==> src/startup_config_loader_regs.vh <==
// Purpose: constants for the start-up configuration loader
// Assumes: byte-wide nonvolatile memory with a one-cycle read latency
// Notes:   addresses are nonvolatile byte addresses
// Operation
// - config bit 4 clear: two-wire address from straps; set: from stored byte
// - config bit 3 clear leaves scan interface on; set disables it
// - config bits 2..0 pick host port; top bit set defers to straps
// - secure-module bus address always comes from the stored byte
// - protocol area holds 16 transmit and 8 receive bytes per protocol
// - every start-up loads registers from the stored reset image
// - reset image starts at 0x40, one byte per register in order
// - protocol load command copies protocol settings into registers at run time
// - page 0 holds part identifier, version and trim bytes, read-only
// - configuration byte sits at address 0x21
// - strap address is 10101 followed by the two strap pins
// - config bit 7 clear: fast mode; set: fast-plus mode
// - start-up copy runs by itself with no host command
`ifndef STARTUP_CONFIG_LOADER_REGS_VH
`define STARTUP_CONFIG_LOADER_REGS_VH
`define NV_ADDR_W          13
`define NV_ID_ADDR         13'h0000
`define NV_VERSION_ADDR    13'h0003
`define NV_ADDR_BYTE       13'h0020
`define NV_CFG_BYTE        13'h0021
`define NV_SAM_ADDR_BYTE   13'h0022
`define NV_IMAGE_BASE      13'h0040
`define NV_IMAGE_LEN       8'h80
`define NV_ID_READS        8'h06
`define NV_PROTO_TX_BASE   13'h1C00
`define NV_PROTO_RX_BASE   13'h1C00
`define PROTO_TX_LEN       8'h10
`define PROTO_RX_LEN       8'h08
`define PROTO_TX_REG       8'h28
`define PROTO_RX_REG       8'h38
`define CFG_HSP_BIT        7
`define CFG_ADDR_SRC_BIT   4
`define CFG_SCAN_OFF_BIT   3
`define HOST_UART          3'h0
`define HOST_TWO_WIRE      3'h1
`define HOST_SPI           3'h2
`define HOST_ALT_TWO_WIRE  3'h3
`define STRAP_ADDR_PREFIX  5'h15
`endif

==> src/startup_config_loader.v <==
// Purpose: read configuration and register reset image after reset, serve protocol loads
// Assumes: nv_rdata_i holds the addressed byte while nv_rd_o is up; taken at the next edge
// Notes:   registers are written through reg_we_o / reg_addr_o / reg_wdata_o
`timescale 1ns/10ps
`default_nettype none
`include "startup_config_loader_regs.vh"
module startup_config_loader #(
  parameter PROTO_TX_COUNT = 16,
  parameter PROTO_RX_COUNT = 16
) (
  input  wire        clock_i,
  input  wire        srst_i,
  input  wire        iface_strap_low_i,
  input  wire        iface_strap_high_i,
  input  wire [2:0]  iface_strap_sel_i,
  input  wire        protocol_load_cmd_i,
  input  wire [7:0]  proto_rx_num_i,
  input  wire [7:0]  proto_tx_num_i,
  input  wire [7:0]  nv_rdata_i,
  output reg         nv_rd_o,
  output reg  [12:0] nv_addr_o,
  output reg         reg_we_o,
  output reg  [7:0]  reg_addr_o,
  output reg  [7:0]  reg_wdata_o,
  output reg  [6:0]  host_bus_addr_o,
  output reg  [6:0]  secure_module_bus_addr_o,
  output reg  [2:0]  host_port_sel_o,
  output reg         fast_two_wire_variant_sel_o,
  output reg         scan_enable_o,
  output reg  [23:0] part_identifier_o,
  output reg  [7:0]  silicon_version_o,
  output reg         host_ready_o,
  output reg         proto_busy_o,
  output reg         proto_err_o
);

  // ==========================================================================
  // sequencer
  localparam ST_ID    = 3'd0;
  localparam ST_CFG   = 3'd1;
  localparam ST_IMAGE = 3'd2;
  localparam ST_IDLE  = 3'd3;
  localparam ST_TX    = 3'd4;
  localparam ST_RX    = 3'd5;

  reg [2:0]  state;
  reg [7:0]  idx;
  reg        pend;      // read issued last cycle, data now on nv_rdata_i
  reg [7:0]  pend_idx;
  reg [7:0]  len;
  reg [7:0]  rx_num;
  reg [7:0]  stored_addr;
  reg [7:0]  cfg;
  reg [7:0]  tx_num;    // held for the whole load, the command inputs may move on
  reg [12:0] id_addr;
  reg [12:0] burst_base;
  reg [7:0]  target_addr;

  // rx sets sit behind all tx sets; the tx count is a parameter, so the
  // offset is worked out from it rather than written down
  wire [12:0] tx_base    = `NV_PROTO_TX_BASE + {1'b0, tx_num, 4'h0};
  wire [12:0] rx_base    = `NV_PROTO_TX_BASE + {1'b0, PROTO_TX_COUNT[7:0], 4'h0}
                           + {2'b00, rx_num, 3'h0};
  wire [6:0]  strap_addr = {`STRAP_ADDR_PREFIX, iface_strap_high_i, iface_strap_low_i};
  // selection may only follow cfg once the byte has been read in
  wire        cfg_loaded = (state != ST_ID) && (state != ST_CFG);

  // ==========================================================================
  // address decode
  always @* begin
    if (idx < 8'h04) begin
      id_addr = `NV_ID_ADDR + {5'h00, idx};
    end else if (idx == 8'h04) begin
      id_addr = `NV_ADDR_BYTE;
    end else begin
      id_addr = `NV_SAM_ADDR_BYTE;
    end
  end

  always @* begin
    if (state == ST_TX) begin
      burst_base = tx_base;
    end else if (state == ST_RX) begin
      burst_base = rx_base;
    end else begin
      burst_base = `NV_IMAGE_BASE;
    end
  end

  // register writes trail the reads by one cycle, so the target follows pend_idx
  always @* begin
    if (state == ST_TX) begin
      target_addr = `PROTO_TX_REG + pend_idx;
    end else if (state == ST_RX) begin
      target_addr = `PROTO_RX_REG + pend_idx;
    end else begin
      target_addr = pend_idx;
    end
  end

  always @(posedge clock_i) begin
    if (srst_i) begin
      state         <= ST_ID;
      idx           <= 8'h00;
      len           <= `NV_ID_READS;
      pend          <= 1'b0;
      pend_idx      <= 8'h00;
      rx_num        <= 8'h00;
      tx_num        <= 8'h00;
      nv_rd_o       <= 1'b0;
      nv_addr_o     <= 13'h0000;
      reg_we_o      <= 1'b0;
      reg_addr_o    <= 8'h00;
      reg_wdata_o   <= 8'h00;
      stored_addr   <= 8'h00;
      cfg           <= 8'h80;
      part_identifier_o <= 24'h000000;
      silicon_version_o <= 8'h00;
      host_ready_o  <= 1'b0;
      proto_busy_o  <= 1'b0;
      proto_err_o   <= 1'b0;
      secure_module_bus_addr_o <= 7'h00;
    end else begin
      pend     <= 1'b0;
      nv_rd_o  <= 1'b0;
      reg_we_o <= 1'b0;
      // capture data of the previous read
      if (pend) begin
        case (state)
          ST_ID: begin
            if (pend_idx < 8'h03)
              part_identifier_o <= {part_identifier_o[15:0], nv_rdata_i};
            else if (pend_idx == 8'h03)
              silicon_version_o <= nv_rdata_i;
            else if (pend_idx == 8'h04)
              stored_addr <= nv_rdata_i;
            else
              secure_module_bus_addr_o <= nv_rdata_i[6:0];
          end
          ST_CFG: cfg <= nv_rdata_i;
          default: begin
            reg_we_o    <= 1'b1;
            reg_wdata_o <= nv_rdata_i;
            reg_addr_o  <= target_addr;
          end
        endcase
      end
      case (state)
        ST_ID: begin
          // ids at 0..3, stored two-wire address 0x20, secure-module address 0x22
          if (idx < len) begin
            nv_rd_o   <= 1'b1;
            nv_addr_o <= id_addr;
            pend      <= 1'b1;
            pend_idx  <= idx;
            idx       <= idx + 8'h01;
          end else if (!pend) begin
            state     <= ST_CFG;
            nv_rd_o   <= 1'b1;
            nv_addr_o <= `NV_CFG_BYTE;
            pend      <= 1'b1;
          end
        end
        ST_CFG: begin
          if (pend) begin
            state <= ST_IMAGE;
            idx   <= 8'h00;
            len   <= `NV_IMAGE_LEN;
          end
        end
        ST_IMAGE, ST_TX, ST_RX: begin
          if (idx < len) begin
            nv_rd_o   <= 1'b1;
            nv_addr_o <= burst_base + {5'h00, idx};
            pend      <= 1'b1;
            pend_idx  <= idx;
            idx       <= idx + 8'h01;
          end else if (!pend) begin
            idx <= 8'h00;
            if (state == ST_TX) begin
              state <= ST_RX;
              len   <= `PROTO_RX_LEN;
            end else begin
              state        <= ST_IDLE;
              proto_busy_o <= 1'b0;
              host_ready_o <= 1'b1;
            end
          end
        end
        default: begin
          if (protocol_load_cmd_i) begin
            if (proto_tx_num_i >= PROTO_TX_COUNT[7:0] ||
                proto_rx_num_i >= PROTO_RX_COUNT[7:0]) begin
              proto_err_o <= 1'b1;
            end else begin
              proto_err_o  <= 1'b0;
              proto_busy_o <= 1'b1;
              rx_num       <= proto_rx_num_i;
              tx_num       <= proto_tx_num_i;
              state        <= ST_TX;
              idx          <= 8'h00;
              len          <= `PROTO_TX_LEN;
            end
          end
        end
      endcase
    end
  end

  // ==========================================================================
  // host interface selection
  // follows the straps every cycle once cfg is in, so the selection already
  // stands when host_ready_o rises; bits 6 and 5 of cfg are never read
  always @(posedge clock_i) begin
    if (srst_i) begin
      host_bus_addr_o             <= 7'h00;
      host_port_sel_o             <= 3'h0;
      fast_two_wire_variant_sel_o <= 1'b1;
      scan_enable_o               <= 1'b1;
    end else if (cfg_loaded) begin
      fast_two_wire_variant_sel_o <= cfg[`CFG_HSP_BIT];
      scan_enable_o               <= ~cfg[`CFG_SCAN_OFF_BIT];
      host_port_sel_o             <= cfg[2] ? iface_strap_sel_i : cfg[2:0];
      host_bus_addr_o             <= cfg[`CFG_ADDR_SRC_BIT] ? stored_addr[6:0] : strap_addr;
    end
  end

endmodule // startup_config_loader
`default_nettype wire

==> config.mk <==
export PLATFORM = sky130hd
export DESIGN_NAME = startup_config_loader
export DESIGN_NICKNAME = d
export VERILOG_FILES = /design/src/startup_config_loader.v
export VERILOG_INCLUDE_DIRS = /design/src
export SDC_FILE = /design/constraint.sdc
export NUM_CORES = 1
export LEC_CHECK = 0
export ABC_AREA = 1
export BUFFER_PORTS_ARGS = -buffer_cell sky130_fd_sc_hd__buf_2
export CORE_ASPECT_RATIO = 2
export CORE_MARGIN = 5
export CORE_UTILIZATION = 25
export CTS_CLUSTER_SIZE = 30
export DETAILED_ROUTE_END_ITERATION = 7
export PLACE_DENSITY = 0.49
export SYNTH_ARGS = -nofsm -noshare
export SYNTH_HDL_FRONTEND = slang
export SYNTH_SLANG_ARGS = --single-unit
==> constraint.sdc <==
create_clock -name clock_i -period 3 [get_ports clock_i]
set_input_delay 0.3 -clock clock_i [delete_from_list [all_inputs] [get_ports clock_i]]
set_output_delay 0.3 -clock clock_i [all_outputs]
set_load 0.1 [all_outputs]
### Word level (Yosys, flattened, before mapping)

Cells that the tools add are included.

| word-level totals | value |
|---|---|
| bits in registers | 143 |
| input bits | 32 |
| output and inout bits | 85 |

| cells by class | value |
|---|---|
| add/subtract/negate cells | 6 |
| order comparisons | 5 |
| equality and inequality tests | 22 |
| muxes and demuxes | 47 |
| bitwise logic cells | 11 |
| reductions and logical operators | 28 |

Operators with widths:

| cell | count |
|---|---|
| 8-bit two-way mux | 15 |
| 13-bit two-way mux | 5 |
| 8-bit one-hot mux with 3 select lines | 2 |
| 3-bit two-way mux | 9 |
| 13-bit one-hot mux with 2 select lines | 1 |
| 2-bit inequality test (second input constant) | 9 |
| 6-bit by 8-bit adder with 8-bit output (first input constant) | 2 |
| 8-bit by 3-bit equality test with 1-bit output (second input constant) | 2 |
| 8-bit by 5-bit greater-or-equal comparator with 1-bit output (second input constant) | 2 |
| 5-bit AND reduction | 3 |
| 7-bit AND reduction | 2 |
| 11-bit by 12-bit adder with 13-bit output (first input constant) | 1 |
| 13-bit by 12-bit adder with 13-bit output (first input constant) | 1 |
| 13-bit by 8-bit adder with 13-bit output | 1 |
| 1-bit inverter | 11 |
| 1-bit two-way mux | 10 |
| 3-bit one-hot mux with 3 select lines | 1 |
| 3-bit AND reduction | 3 |
| 8-bit by 1-bit adder with 8-bit output (second input constant) | 1 |
| 8-bit by 2-bit equality test with 1-bit output (second input constant) | 1 |
| 8-bit by 2-bit < comparator with 1-bit output (second input constant) | 1 |
| 8-bit by 3-bit < comparator with 1-bit output (second input constant) | 1 |
| 8-bit < comparator | 1 |
| 2-bit AND reduction | 4 |
| other kinds (22) | 30 |

### Longest topological paths before layout

| depth | value |
|---|---|
| word-level depth | 6 |
| mapped depth | 15 |
| depth with buffers taken out | 15 |

### Worst setup path after synthesis

Ideal clock, no wire load.

| timing | value |
|---|---|
| kind | reg2reg |
| start | reg state[0] |
| end | reg nv_addr_o[11] |
| setup time | 0.071 ns |
| data arrival time | 2.067 ns |
| setup slack | 0.862 ns |
| stages on the path, launching flop included | 16 |
| cells stage by stage | dfxtp_1 buf_6 nor2_4 nand2_1 o22ai_1 inv_1 fa_1 inv_1 nand3_1 nand2_1 nand2_1 nand2_1 nand2_1 o21bai_1 nand3_1 a21oi_1 |

| between the ends | value |
|---|---|
| word-level cells in the longest chain between the ends | 6 |
| elaborated cells on any way between the ends | 14 |

RTL lines:

| item | RTL line | text |
|---|---|---|
| from (decl) | startup_config_loader.v:46 | `reg [2:0] state;` |
| from (signal assigned) | startup_config_loader.v:103 | `state <= ST_ID;` |
| from (signal assigned) | startup_config_loader.v:158 | `state <= ST_CFG;` |
| from (signal assigned) | startup_config_loader.v:166 | `state <= ST_IMAGE;` |
| 3-bit equality test | startup_config_loader.v:83, startup_config_loader.v:148 |  |
| 13-bit two-way mux | startup_config_loader.v:83 | `end else if (state == ST_RX) begin` |
| 13-bit two-way mux | startup_config_loader.v:81 | `if (state == ST_TX) begin` |
| 13-bit by 8-bit adder with 13-bit output | startup_config_loader.v:174 | `nv_addr_o <= burst_base + {5'h00, idx};` |
| 13-bit two-way mux | startup_config_loader.v:172 | `if (idx < len) begin` |
| 13-bit one-hot mux with 2 select lines | startup_config_loader.v:148 | `case (state)` |
| to (signal assigned) | startup_config_loader.v:153 | `nv_addr_o <= id_addr;` |
| to (signal assigned) | startup_config_loader.v:160 | `` nv_addr_o <= `NV_CFG_BYTE; `` |
| to (signal assigned) | startup_config_loader.v:174 |  |
| to (decl) | startup_config_loader.v:21 | `output reg [12:0] nv_addr_o,` |

Parallel ways exist; a longest one is shown, timed or not. The select of a mux whose other input is x is not followed.
A chain may end at the register's enable or synchronous reset.

==> flow_summary.ini <==
[status]
status = complete, no violations

[timing]
finalHoldViolations = 0
setup_tns_ns = 0
fin_crit_sh = 0.855
rsz0062_at_grt = false
finalCriticalPeriod_ns = 2.56
setup_viol = 0
worst_hold_slack_ns = 0.140
maxSlewViolCount = 0
tightest_slew_ns = 0.796
fmax_mhz = 390
finClkSkew_ns = 0.00679
maxSlewHeadroom = 0.466

[setup_path]
path_buf_inv = 2
path_cells = nand3_2 > nor2_1 > ha_1 > inv_1 > fa_1 > inv_1 > nand3_1 > nand2_1 > nand2_1 > nand2_1 > nand2_1 > o21bai_1 > nand3_1 > a21oi_1
start_kind = flop
critPathMaxFanout = 11
cp.arrival_ns = 2.93
crit_path_frequent_cell = nand2_1
worstSetupPathType = reg -> reg
critPathSlowestCell = dfxtp_1
max_stage_delay_ns = 0.54
cp_top_family = simple AND/OR/NAND/NOR gates
worstSetupEndpointType = flop
crit_required_ns = 3.36

[power]
p_per_area_nw_per_um2 = 872
leakagePower_nw = 3.37
vdd_drop_max_v = 0.000719

[route]
drcViolationCount = 0
ant_nets = 0
drtIter0Drc = 182
totalWireLength_microns = 20000
first_pass_iters = 4
wire_per_inst_microns = 16.9
vias = 5504
vias_per_cell = 4.66

[final_layout]
fin_nets = 931
final_core_util = 0.314
fillers = 2558
layout.cells.most_common = dfxtp_1
area.growth.synth_to_final_pct = 24.5
final_cell_mix = dfxtp_1, nand2_1, buf_2
drive_gt1_frac = 0.217
diodes = 0
layout.cells.non_filler = 1181

[clocking]
clkTransAtPathRegs_ns = 0.06
cts_hold_buf = 0
ctsResizeCount = 0
ctsRootBufferMaster = clkbuf_16
clkSinkCount = 137
cts.path.max_buffers = 2
cts_made_buffers = 17
htree_num_levels = 4
clock_latency_ns = 0.43
cts_tree = done
post_cts_buffers = 0

[yosys]
ys_ff_latch = 137
avgSynthCellArea_sq_um = 7.72
synth_edf_count = 0
yosysUniqueCellTypes = 42
yosysTopAreaCellShare = 0.459
syn-num-nets = 824
async_flop_share = 0
synth.area.top_cells = dfxtp_1, a21oi_1, nand2_1, o21ai_0, inv_1
ys_seq_area_frac = 0.459
synth_flop_cell = dfxtp_1
syn_inst = 774
yosys.area.top_type = dfxtp_1
synth.cell_area_sq_um = 5980
ys_warn_count = 0

[grt]
antenna_found_initial = 0
grt_pass1_vias = 5680
grt.overflow.total = 0
grt_pass1_wl_microns = 31400
grt_max_degree = 54
grt_usage = 0.151

[floorplanning]
die_y_microns = 229
coreArea_sq_um = 23700
start_util = 0.252
io_pins = 117
die_w_microns = 119
dieArea_sq_um = 27300
placementRows = 80

[placement]
io_buffers = 116
dp_hpwl_microns = 15300
dp_cells = 1149
globalplace.congestion = 0.912

[hold_path]
hold_path_class = in -> reg

[job]
cap_violations = 0
==> cell usage after synthesis, types with 4 or more instances <==
cell type,number
dfxtp_1,137
nand3_1,41
buf_6,6
nand4_1,9
inv_1,76
buf_2,6
o22ai_1,6
inv_2,8
nor2_1,61
nand2_1,116
o21ai_1,21
nor3_1,21
clkbuf_1,16
nand2_2,7
a21oi_2,4
o21ai_0,74
ha_1,17
xor2_1,5
buf_4,5
a21oi_1,101
nand3_2,5
==> logic make-up after synthesis <==
kind of cell	count (synthesis)	synth area share
buffers and inverters	120	0.0873
adders and majority gates	18	0.0389
AOI/OAI and AO/OA	218	0.193
DFF	137	0.459
xor gates and xnor gates	6	0.00879
and+or+nand+nor	275	0.213
==> tightest hold or removal path: cells and delay by family <==
| family | cells | cell delay, ns |
|---|---|---|
| buffers and inverters | 1 | 0.10 |
| AOI/OAI and AO/OA | 1 | 0.07 |
| and+or+nand+nor | 1 | 0.05 |
==> registers in the layout, summed over array words and instances, names as in the netlist, 3 cells and up, named ones only <==
signal and flops:
cfg 6, host_bus_addr_o 7, host_port_sel_o 3, idx 8, len 4, nv_addr_o 13
part_identifier_o 24, pend_idx 8, reg_addr_o 8, reg_wdata_o 8, rx_num 8, secure_module_bus_addr_o 7
silicon_version_o 8, stored_addr 7, tx_num 8
==> power breakdown <==
group	internal [W]	switching [W]	total (W)
sequential	0.00201	0.000139	0.00215
clock	0.00154	0.000818	0.00235
combinational	0.000325	0.00166	0.00199
total	0.00387	0.00262	0.00649
==> stage by stage <==
step	power [W]	setup slack (ns)	instance area [sq um]
CTS	0.00657	0.466	7450
finish	0.00649	0.436	7450
detailed placement	0.00419	0.475	6780
floorplan	0.00385	0.862	5980
global route	0.00678	0.193	7450
global placement	0.00418	0.578	6780
==> metal layers <==
layer	track usage	up-vias	routed length, microns	share of wire
met5	0	-	0	0
met4	0.0918	0	1050	0.053
met3	0.0362	48	774	0.039
met2	0.297	135	11500	0.58
met1	0.135	2530	6670	0.33
li1	-	2791	-	-
==> area by class of cell <==
type                    instances  area (sq um)  area share
flip-flops and latches        137          2740       0.368
multi-input cells             517          2710       0.364
repair buffers                124           653      0.0877
clock buffers                  20           467      0.0627
well taps                     287           359      0.0482
inverters                      84           315      0.0423
clock inverters                12           195      0.0262
==> worst paths after layout <==
check / startpoint / endpoint / slack (ns) / cells after the start
setup reg to reg: flop / nv_addr_o[11] / 0.44 / 14
setup / recovery: flop / nv_addr_o[11] / 0.44 / 14
hold / removal: iface_strap_high_i / host_bus_addr_o[1] / 0.14 / 3
hold reg to reg: tx_num[4] / tx_num[4] / 0.43 / 2
No activity file was read; power rests on OpenSTA's default activity.
